[config.mk]
export PLATFORM = sky130hd
export DESIGN_NAME = dma_channel_addr_count_status
export DESIGN_NICKNAME = d
export VERILOG_FILES = /design/src/dma_status_pkg.sv /design/src/dma_channel_addr_count_status.sv
export VERILOG_INCLUDE_DIRS = /design/src
export SDC_FILE = /design/constraint.sdc
export NUM_CORES = 2
export LEC_CHECK = 0
export BUFFER_PORTS_ARGS = -buffer_cell sky130_fd_sc_hd__buf_2
export CAP_MARGIN = 20
export CORE_MARGIN = 8
export CORE_UTILIZATION = 25
export DETAILED_ROUTE_END_ITERATION = 8
export GPL_TIMING_DRIVEN = 0
export PLACE_DENSITY = 0.4
export SLEW_MARGIN = 0
export SYNTH_ARGS = -nofsm -noshare
export SYNTH_HDL_FRONTEND = slang
export SYNTH_SLANG_ARGS = --single-unit
[constraint.sdc]
create_clock -name core_clk -period 15.4 [get_ports core_clk]
set_input_delay 1.54 -clock core_clk [delete_from_list [all_inputs] [get_ports core_clk]]
set_output_delay 1.54 -clock core_clk [all_outputs]
set_load 0.01 [all_outputs]
[src/dma_status_cfg.svh]
// Register offsets, field positions and reset values of the DMA channel block
`ifndef DMA_STATUS_CFG_SVH
`define DMA_STATUS_CFG_SVH

`define DMA_NUM_CHAN          8
`define DMA_CHAN_STRIDE       12'h020
`define DMA_CHAN_SPAN_END     12'h100
`define DMA_OFS_CTRL          5'h00
`define DMA_OFS_PERIPH        5'h04
`define DMA_OFS_COUNT         5'h08
`define DMA_OFS_PRIMARY       5'h0c
`define DMA_OFS_SECONDARY     5'h10
`define DMA_OFS_COLLISION     12'h100
`define DMA_OFS_ACTIVITY      12'h104
`define DMA_OFS_LAST_RAM      12'h108
`define DMA_OFS_INT_STATUS    12'h10c
`define DMA_OFS_INT_MASK      12'h110

`define DMA_CTRL_ENABLE_BIT   15
`define DMA_CTRL_DIR_BIT      13
`define DMA_CTRL_MODE_LSB     0
`define DMA_COUNT_W           10
`define DMA_PERIPH_COL_LSB    8
`define DMA_LAST_CH_LSB       8
`define DMA_LAST_CH_NONE      4'hf
`define DMA_ADDR_RESET        16'h0000

`endif

[src/dma_status_pkg.sv]
// Types shared by the DMA channel block and its surroundings
package dma_status_pkg;

   typedef struct packed {
      logic        periph_valid;
      logic [15:0] periph_addr;
      logic        ram_valid;
      logic [15:0] ram_addr;
   } cpu_write_t;

   typedef struct packed {
      logic        valid;
      logic [2:0]  chan;
      logic        to_periph;
      logic [15:0] periph_addr;
      logic [15:0] ram_addr;
   } xfer_t;

   typedef struct packed {
      logic        enable;
      logic        dir;
      logic [1:0]  mode;
      logic [15:0] periph;
      logic [9:0]  count;
      logic [15:0] primary;
      logic [15:0] secondary;
      logic [9:0]  index;
      logic        pingpong;
      logic        pending;
   } chan_t;

   typedef struct packed {
      logic        hit;
      logic        is_chan;
      logic [2:0]  chan;
      logic [4:0]  sel;
   } decode_t;

endpackage

[src/dma_channel_addr_count_status.sv]
// Eight-channel DMA engine with address, count and controller status registers
`timescale 1ns/1ps
`include "dma_status_cfg.svh"

module dma_channel_addr_count_status #(
   parameter int ADDR_W = 12
) (
   input  wire logic                      core_clk,
   input  wire logic                      rst,
   input  wire logic [ADDR_W-1:0]         paddr,
   input  wire logic                      psel,
   input  wire logic                      penable,
   input  wire logic                      pwrite,
   input  wire logic [31:0]               pwdata,
   output logic      [31:0]               prdata,
   output logic                           pready,
   output logic                           pslverr,
   input  wire logic [7:0]                dma_req,
   input  wire dma_status_pkg::cpu_write_t cpu_write,
   output dma_status_pkg::xfer_t          xfer,
   output logic                           irq
);

   typedef struct packed {
      dma_status_pkg::chan_t [7:0] ch;
      logic [15:0]                 collision;
      logic [3:0]                  last_chan;
      logic [15:0]                 last_ram;
      logic [7:0]                  int_status;
      logic [7:0]                  int_mask;
      dma_status_pkg::xfer_t       xfer;
      logic                        ready;
      logic                        slverr;
      logic [31:0]                 rdata;
   } state_t;

   state_t s;
   state_t next_s;

   // Maps a byte address onto a channel register or a global register
   function automatic dma_status_pkg::decode_t decode(input logic [ADDR_W-1:0] a);
      dma_status_pkg::decode_t d;
      logic [11:0]             a12;
      d   = '0;
      a12 = 12'(a);
      if (a12 < `DMA_CHAN_SPAN_END)
      begin
         d.is_chan = 1'b1;
         d.chan    = a12[7:5];
         d.sel     = a12[4:0];
         d.hit     = (a12[4:0] <= `DMA_OFS_SECONDARY) && (a12[1:0] == 2'b00);
      end
      else
      begin
         d.sel = 5'h00;
         d.hit = (a12 == `DMA_OFS_COLLISION) || (a12 == `DMA_OFS_ACTIVITY) ||
                 (a12 == `DMA_OFS_LAST_RAM) || (a12 == `DMA_OFS_INT_STATUS) ||
                 (a12 == `DMA_OFS_INT_MASK);
      end
      return d;
   endfunction

   // Start address currently selected by a channel
   function automatic logic [15:0] block_base(input dma_status_pkg::chan_t c);
      return c.pingpong ? c.secondary : c.primary;
   endfunction

   // Ping-pong status bits of all channels, channel 7 highest
   function automatic logic [7:0] pp_bits(input state_t st);
      logic [7:0] b;
      b = '0;
      for (int i = 0; i < `DMA_NUM_CHAN; i++)
      begin
         b[i] = st.ch[i].pingpong;
      end
      return b;
   endfunction

   function automatic logic [31:0] read_value(input state_t st, input logic [ADDR_W-1:0] a);
      dma_status_pkg::decode_t d;
      dma_status_pkg::chan_t   c;
      logic [31:0]             v;
      d = decode(a);
      c = st.ch[d.chan];
      v = '0;
      if (d.is_chan)
      begin
         unique case (d.sel)
            `DMA_OFS_CTRL:
            begin
               v[`DMA_CTRL_ENABLE_BIT]           = c.enable;
               v[`DMA_CTRL_DIR_BIT]              = c.dir;
               v[`DMA_CTRL_MODE_LSB +: 2]        = c.mode;
            end
            `DMA_OFS_PERIPH:
            begin
               v[15:0] = c.periph;
            end
            `DMA_OFS_COUNT:
            begin
               v[`DMA_COUNT_W-1:0] = c.count;
            end
            `DMA_OFS_PRIMARY:
            begin
               v[15:0] = c.primary;
            end
            `DMA_OFS_SECONDARY:
            begin
               v[15:0] = c.secondary;
            end
            default:
            begin
               v = '0;
            end
         endcase
      end
      else
      begin
         unique case (12'(a))
            `DMA_OFS_COLLISION:  v[15:0] = st.collision;
            `DMA_OFS_ACTIVITY:
            begin
               v[`DMA_LAST_CH_LSB +: 4] = st.last_chan;
               v[7:0]                   = pp_bits(st);
            end
            `DMA_OFS_LAST_RAM:   v[15:0] = st.last_ram;
            `DMA_OFS_INT_STATUS: v[7:0]  = st.int_status;
            `DMA_OFS_INT_MASK:   v[7:0]  = st.int_mask;
            default:             v = '0;
         endcase
      end
      return v;
   endfunction

   always_comb
   begin
      dma_status_pkg::decode_t d;
      logic                    wr;
      logic                    found;
      logic [2:0]              win;
      logic [15:0]             ram;
      logic [15:0]             col_set;
      logic [7:0]              done_set;
      d        = decode(paddr);
      wr       = psel && penable && pwrite && s.ready;
      found    = 1'b0;
      win      = 3'd0;
      ram      = '0;
      col_set  = '0;
      done_set = '0;
      next_s   = s;

      // One wait state so read data leaves a flip-flop
      next_s.ready  = psel && penable && !s.ready;
      next_s.slverr = psel && penable && !s.ready && !d.hit;
      if (psel && penable && !s.ready)
      begin
         next_s.rdata = read_value(s, paddr);
      end

      if (wr && d.hit)
      begin
         if (d.is_chan)
         begin
            unique case (d.sel)
               `DMA_OFS_CTRL:
               begin
                  next_s.ch[d.chan].enable = pwdata[`DMA_CTRL_ENABLE_BIT];
                  next_s.ch[d.chan].dir    = pwdata[`DMA_CTRL_DIR_BIT];
                  next_s.ch[d.chan].mode   = pwdata[`DMA_CTRL_MODE_LSB +: 2];
                  // A request left by a disabled channel must not fire on re-enable
                  if (!pwdata[`DMA_CTRL_ENABLE_BIT])
                  begin
                     next_s.ch[d.chan].pending = 1'b0;
                  end
                  // cleared on re-enable or outside ping-pong
                  if (!s.ch[d.chan].enable || !pwdata[`DMA_CTRL_MODE_LSB + 1])
                  begin
                     next_s.ch[d.chan].pingpong = 1'b0;
                     next_s.ch[d.chan].index    = '0;
                  end
               end
               `DMA_OFS_PERIPH:
               begin
                  next_s.ch[d.chan].periph = pwdata[15:0];
               end
               `DMA_OFS_COUNT:
               begin
                  next_s.ch[d.chan].count = pwdata[`DMA_COUNT_W-1:0];
               end
               `DMA_OFS_PRIMARY:
               begin
                  next_s.ch[d.chan].primary = pwdata[15:0];
               end
               `DMA_OFS_SECONDARY:
               begin
                  next_s.ch[d.chan].secondary = pwdata[15:0];
               end
               default:
               begin
                  next_s.ch[d.chan].pending = s.ch[d.chan].pending;
               end
            endcase
         end
         else
         begin
            unique case (12'(paddr))
               `DMA_OFS_COLLISION:
               begin
                  next_s.collision = s.collision & ~pwdata[15:0];
               end
               `DMA_OFS_INT_STATUS:
               begin
                  next_s.int_status = s.int_status & ~pwdata[7:0];
               end
               `DMA_OFS_INT_MASK:
               begin
                  next_s.int_mask = pwdata[7:0];
               end
               default:
               begin
                  next_s.int_mask = s.int_mask;
               end
            endcase
         end
      end

      // compare the transfer on the bus with the CPU write this cycle
      for (int i = 0; i < `DMA_NUM_CHAN; i++)
      begin
         if (s.xfer.valid && (s.xfer.chan == 3'(i)))
         begin
            col_set[`DMA_PERIPH_COL_LSB + i] = s.xfer.to_periph && cpu_write.periph_valid &&
                                               (cpu_write.periph_addr == s.xfer.periph_addr);
            col_set[i] = !s.xfer.to_periph && cpu_write.ram_valid &&
                         (cpu_write.ram_addr == s.xfer.ram_addr);
         end
      end

      // Lowest channel number wins when several are pending
      next_s.xfer.valid = 1'b0;
      for (int i = `DMA_NUM_CHAN - 1; i >= 0; i--)
      begin
         if (s.ch[i].pending && s.ch[i].enable)
         begin
            found = 1'b1;
            win   = 3'(i);
         end
      end

      if (found)
      begin
         ram                       = block_base(s.ch[win]) + {6'h00, s.ch[win].index};
         next_s.ch[win].pending    = 1'b0;
         next_s.xfer.valid         = 1'b1;
         next_s.xfer.chan          = win;
         next_s.xfer.to_periph     = s.ch[win].dir;
         next_s.xfer.periph_addr   = s.ch[win].periph;
         next_s.xfer.ram_addr      = ram;
         // replaces the all-ones reset code at the first transfer
         next_s.last_chan          = {1'b0, win};
         next_s.last_ram           = ram;
         // block ends after count plus one transfers
         if (s.ch[win].index == s.ch[win].count)
         begin
            next_s.ch[win].index = '0;
            done_set[win]        = 1'b1;
            // toggle at block end in ping-pong mode
            if (s.ch[win].mode[1])
            begin
               next_s.ch[win].pingpong = !s.ch[win].pingpong;
            end
            // One-shot stops after one block, or after both buffers in ping-pong
            if (s.ch[win].mode[0] && (!s.ch[win].mode[1] || s.ch[win].pingpong))
            begin
               next_s.ch[win].enable = 1'b0;
            end
         end
         else
         begin
            next_s.ch[win].index = s.ch[win].index + 10'd1;
         end
      end

      // Requests latch after the serve so a new one in the same cycle is kept
      for (int i = 0; i < `DMA_NUM_CHAN; i++)
      begin
         if (dma_req[i] && next_s.ch[i].enable)
         begin
            next_s.ch[i].pending = 1'b1;
         end
      end

      // hardware set wins over a software clear
      next_s.collision  = next_s.collision | col_set;
      next_s.int_status = next_s.int_status | done_set;
   end

   always_ff @(posedge core_clk)
   begin
      if (rst)
      begin
         s           <= '0;
         s.last_chan <= `DMA_LAST_CH_NONE;
         s.last_ram  <= `DMA_ADDR_RESET;
      end
      else
      begin
         s <= next_s;
      end
   end

   assign prdata  = s.rdata;
   assign pready  = s.ready;
   assign pslverr = s.slverr;
   assign xfer    = s.xfer;
   assign irq     = |(s.int_status & s.int_mask);

endmodule

=== After elaboration in Yosys (flattened, before gate mapping) ===
Cells that the tools add are included.

* Equal/unequal tests: 23
* Add/sub/neg operators: 2
* Mux-type cells: 131
* Bitwise operators: 8
* $lt $le $gt $ge: 7
* Reductions and logical operators: 57

{| class="wikitable"
|+ Operator list
! operator !! number
|-
| $bwmux 592 || 16
|-
| $mux 592 || 12
|-
| $demux 74 s3 || 14
|-
| $pmux 592 s5 || 1
|-
| $bmux 74 s3 || 3
|-
| $mux 608 || 1
|-
| $mux 74 || 4
|-
| $mux 73 || 2
|-
| $mux 16 || 6
|-
| $mux 72 || 1
|-
| $mux 70 || 1
|-
| $eq 12x9->1 const B || 5
|-
| $mux 54 || 1
|-
| $mux 44 || 1
|-
| $pmux 8 s5 || 1
|-
| $logic_and 1x1->1 || 38
|-
| $mux 37 || 1
|-
| $mux 1 || 36
|-
| $eq 16x16->1 || 2
|-
| $mux 8 || 4
|-
| $pmux 8 s4 || 1
|-
| $mux 28 || 1
|-
| $mux 12 || 2
|-
| $mux 3 || 8
|-
| 37 further kinds || 66
|}

* Bits in registers: 699
* Logic and storage cells: 320
* Output and inout port bits: 72
* Input bits: 91

=== Logic depth before layout (Yosys ltp) ===
* Depth after elaboration: 32
* Depth in mapped cells: 27
* Mapped depth without buffers: 19

=== Worst setup path after synthesis ===
Ideal clock, no wire load.

* Path type: reg-to-reg
* From: register s[345] (netlist name)
* To: register s, in the netlist xfer[15]
* Setup slack: 10.250 ns
* Library setup time: 0.074 ns
* Buffers on the path: 8
* Arrival time: 5.076 ns
* Cell stages (with the launch flop): 27
* Clock period less this slack: 5.150 ns
* Cells stage by stage: dfxtp_1 -> and2_1 -> a311oi_4 -> o21a_1 -> buf_4 -> buf_6 -> buf_4 -> buf_4 -> buf_4 -> buf_2 -> buf_2 -> buf_1 -> nand2_1 -> nand3_1 -> o2111ai_1 -> o21ai_0 -> ha_1 -> a21o_1 -> a21oi_1 -> inv_1 -> a21oi_1 -> nor2_1 -> a221o_1 -> a32oi_1 -> a2111oi_0 -> xor2_1 -> o21ai_0

* Cells in the longest elaborated chain, start to end: 9

{| class="wikitable"
|+ RTL lines
! what !! line !! source
|-
| from (decl) || dma_channel_addr_count_status.sv:37 || <nowiki>state_t s;</nowiki>
|-
| from (signal assigned) || dma_channel_addr_count_status.sv:309 || <nowiki>s <= next_s;</nowiki>
|-
| $logic_and 1x1->1 (*) || dma_channel_addr_count_status.sv:244 || <nowiki>if (s.ch[i].pending && s.ch[i].enable)</nowiki>
|-
| $mux 3 (4 in series) || dma_channel_addr_count_status.sv:244 ||
|-
| $bmux 74 s3 || dma_channel_addr_count_status.sv:253 || <nowiki>ram = block_base(s.ch[win]) + {6'h00, s.ch[win].index};</nowiki>
|-
| $mux 73 (not written as such) || dma_channel_addr_count_status.sv:253 ||
|-
| $mux 16 || dma_channel_addr_count_status.sv:65 || <nowiki>return c.pingpong ? c.secondary : c.primary;</nowiki>
|-
| $add 16x10->16 || dma_channel_addr_count_status.sv:253 ||
|}

Mark *: on every way between the ends. The rest lies on a longest branch, timed or not. The select of a mux whose other input is x is not followed.
A chain may end at the register's enable or synchronous reset.

=== Worst setup path in the final report ===
* From: register s[196] (netlist name)
* To: register s, in the netlist xfer[15]

* Cells in the longest elaborated chain, start to end: 6

{| class="wikitable"
|+ RTL lines
! what !! line
|-
| $logic_and 1x1->1 (*) || dma_channel_addr_count_status.sv:244
|-
| $mux 3 || dma_channel_addr_count_status.sv:244
|-
| $bmux 74 s3 || dma_channel_addr_count_status.sv:253
|-
| $mux 73 (not written as such) || dma_channel_addr_count_status.sv:253
|-
| $mux 16 || dma_channel_addr_count_status.sv:65
|-
| $add 16x10->16 || dma_channel_addr_count_status.sv:253
|}

Marks and branches as above.

==> flow_summary.ini <==
[status]
status = completed

[setup_path]
path_buf_inv = 10
slowest_stage = buf_1
required_ps = 15970
end_kind = flip-flop
critical-path-top-delay-family = buffers and inverters
crit_fanout = 10
arrival_ps = 10290
max_stage_delay_ps = 1050
critical_path_class = flip-flop to flip-flop
cp-start-kind = flip-flop

[finish]
layout-drive-gt1-share_pct = 11.2
layout.nets = 5428
final_cells = 7321
areaGrowthSynthToFinish_pct = 23.4
design_area_um2 = 44700

[yosys]
synth_edf_count = 0
synth_area_leaders = dfxtp_1, nand2_1, a21oi_1
synth_most_common_cell = nand2_1
netlist_instances = 4947
seq_area_frac_synth_pct = 37.7
async_flop_share_pct = 0
synth.distinct_cells = 78
synth_top_flop_cell = dfxtp_1
synth-seq-cells = 683
synth_top_area_share_pct = 37.7
synth_area_um2 = 36200
synth_top_area_cell = dfxtp_1
yosysWarnings = 0
synth_area_per_cell_um2 = 7.32
synthTopCellsByCount = nand2_1, dfxtp_1, nor2_1

[placed_design]
port_buffers = 124
gp_congestion = 1.07
place_area_um2 = 41500
dp_cells = 7128
dp_hpwl_um = 252000

[sta]
slew_violations = 0
clock_skew_ps = 32.4
slew_headroom_pct = 2.67
post-route-min-period_ps = 9710
fin_crit_sh_pct = 63.1
tightest_slew_ps = 1460
rsz0062_at_grt = no
setup_viol = 0
finalHoldViolations = 0
max_freq_mhz = 103
tns_ps = 0

[grt]
overflow = 0
use_met2_pct = 51.8
grt_first_pass_wirelength_um = 404000
grt_max_degree = 13
use_met1_pct = 50.3
antenna_found_initial = 49
grt_pass1_vias = 40600
grt-busiest-layer = met2
grtUsageMet3_pct = 14.3
grtUsageTotal_pct = 38.0

[pwr]
p_leak_nw = 14.8
peakVddDrop_mv = 0.0764
combPwrFrac_pct = 6.4
internal_power_mw = 3.16
power.switching_mw = 1.16
p_seq_share_pct = 41.0
clockPowerShare_pct = 52.6
sw_frac_of_total_pct = 26.8
powerDensity_nw_per_um2 = 96.7

[floorplan]
start_util_pct = 25.2
die-width_um = 397
die_area_um2 = 157000
die_h_um = 397
num_io_pins = 163
fp-row-count = 139
core_um2 = 144000

[detailed_routing]
totalWireLength_um = 315000
drtIter0Drc = 7439
via_count = 46000
drtPass1Iterations = 8
drc_errors = 0
ant_nets = 0
wl_per_cell_um = 43.0
vias_per_cell = 6.28

[clock_network]
cts_setup_buffers = 0
cts_buffers = 88
h-tree-depth = 3
hold_buffers = 0
clk_latency_ps = 750
cts_sinks = 683
clk_pin_slew_ps = 60
clk_path_buf_depth = 3
cts-root-buf = clkbuf_16
cts_resized = 0
cts_tree = yes

[min_path]
hp-class = flip-flop to flip-flop

[run]
drv_cap = 0
power groups by stage:
| stage | Combinational, mW | Sequential (mW) | Clock, mW |
|---|---|---|---|
| after floorplan | 0.0804 | 1.81 | 0 |
| after global placement | 0.232 | 1.81 | 0 |
| after detailed placement | 0.258 | 1.81 | 0 |
| after CTS | 0.259 | 1.77 | 2.28 |
| after global routing | 0.267 | 1.77 | 2.34 |
| final | 0.278 | 1.77 | 2.27 |
worst paths after layout:
path | from | cells past startpoint | to | slack, ps
worst max-delay path | s[196]$_SDFF_PP0_ | 27 | xfer[15]$_SDFFE_PP0N_ | 5690
worst min register to register | flip-flop | 2 | flip-flop | 450
worst min-delay path | flip-flop | 2 | flip-flop | 450
worst max register to register | s[196]$_SDFF_PP0_ | 27 | xfer[15]$_SDFFE_PP0N_ | 5690
cells by family (layout without fill, tap and decap cells):
logic type,Yosys count,after routing,share of synthesized area (%)
AOI/OAI and AO/OA,1526,1526,27.9
buffers and inverters,548,979,6.54
adders and majority gates,12,12,0.428
xor gates and xnor gates,56,56,1.35
other,1,41,0.0104
DFF,683,683,37.7
and+or+nand+nor,2008,2008,22.9
muxes,113,113,3.14
cell type report:
class | count | area (um^2)
Antenna cell | 25 | 62.6
Buffer | 514 | 2280
Clock buffer | 118 | 2530
Clock inverter | 39 | 524
Fill cell | 15800 | 99000
Inverter | 34 | 128
Multi-Input combinational cell | 3731 | 20400
Sequential cell | 683 | 13700
Tap cell | 1903 | 2380
Timing Repair Buffer | 274 | 2750
metal layers:
layer,part of all wire (%),vias to the layer above
met5,0.030,-
met4,7.4,14
met3,13,804
met2,38,3750
met1,41,23000
li1,-,18500
layout by cell type (no fill, tap or decap), types with 109 or more instances in the layout:
cell      count
buf_2       156
nor2_1      499
dfxtp_1     683
a22oi_1     148
nand2_1    1118
clkbuf_1    354
o21ai_0     305
a21oi_1     449
mux2i_1     109
nand3_1     133
worst register-to-register path, stage by stage, from the launching register on:
cell and delay (ps):
dfxtp_1 290, buf_2 180, nand2_1 510, o211ai_1 250
buf_2 300, o21ai_4 510, buf_2 600, clkbuf_1 1020
clkbuf_1 460, buf_8 240, clkbuf_1 740, buf_1 1060
nand2_1 140, nand3_1 140, nand4_1 230, o21ai_1 250
buf_6 220, ha_1 260, a21o_1 180, a21oi_1 210
inv_1 70, a21oi_1 240, nor2_1 60, a221o_1 340
a32oi_1 450, a2111oi_0 270, xor2_1 220, o21ai_0 100
per-stage QoR:
step                utilization (%)  setup slack [ps]  power (mW)  hold WS (ps)
finish                         31.1              5690        4.32           454
global route                   31.1              5860        4.38           474
CTS                            31.0              5990        4.31           456
detailed placement             28.9              6050        2.07           441
global placement               27.3              5330        2.04           429
floorplan                         -             10250        1.89           419
No activity file was read; power rests on OpenSTA's default activity.
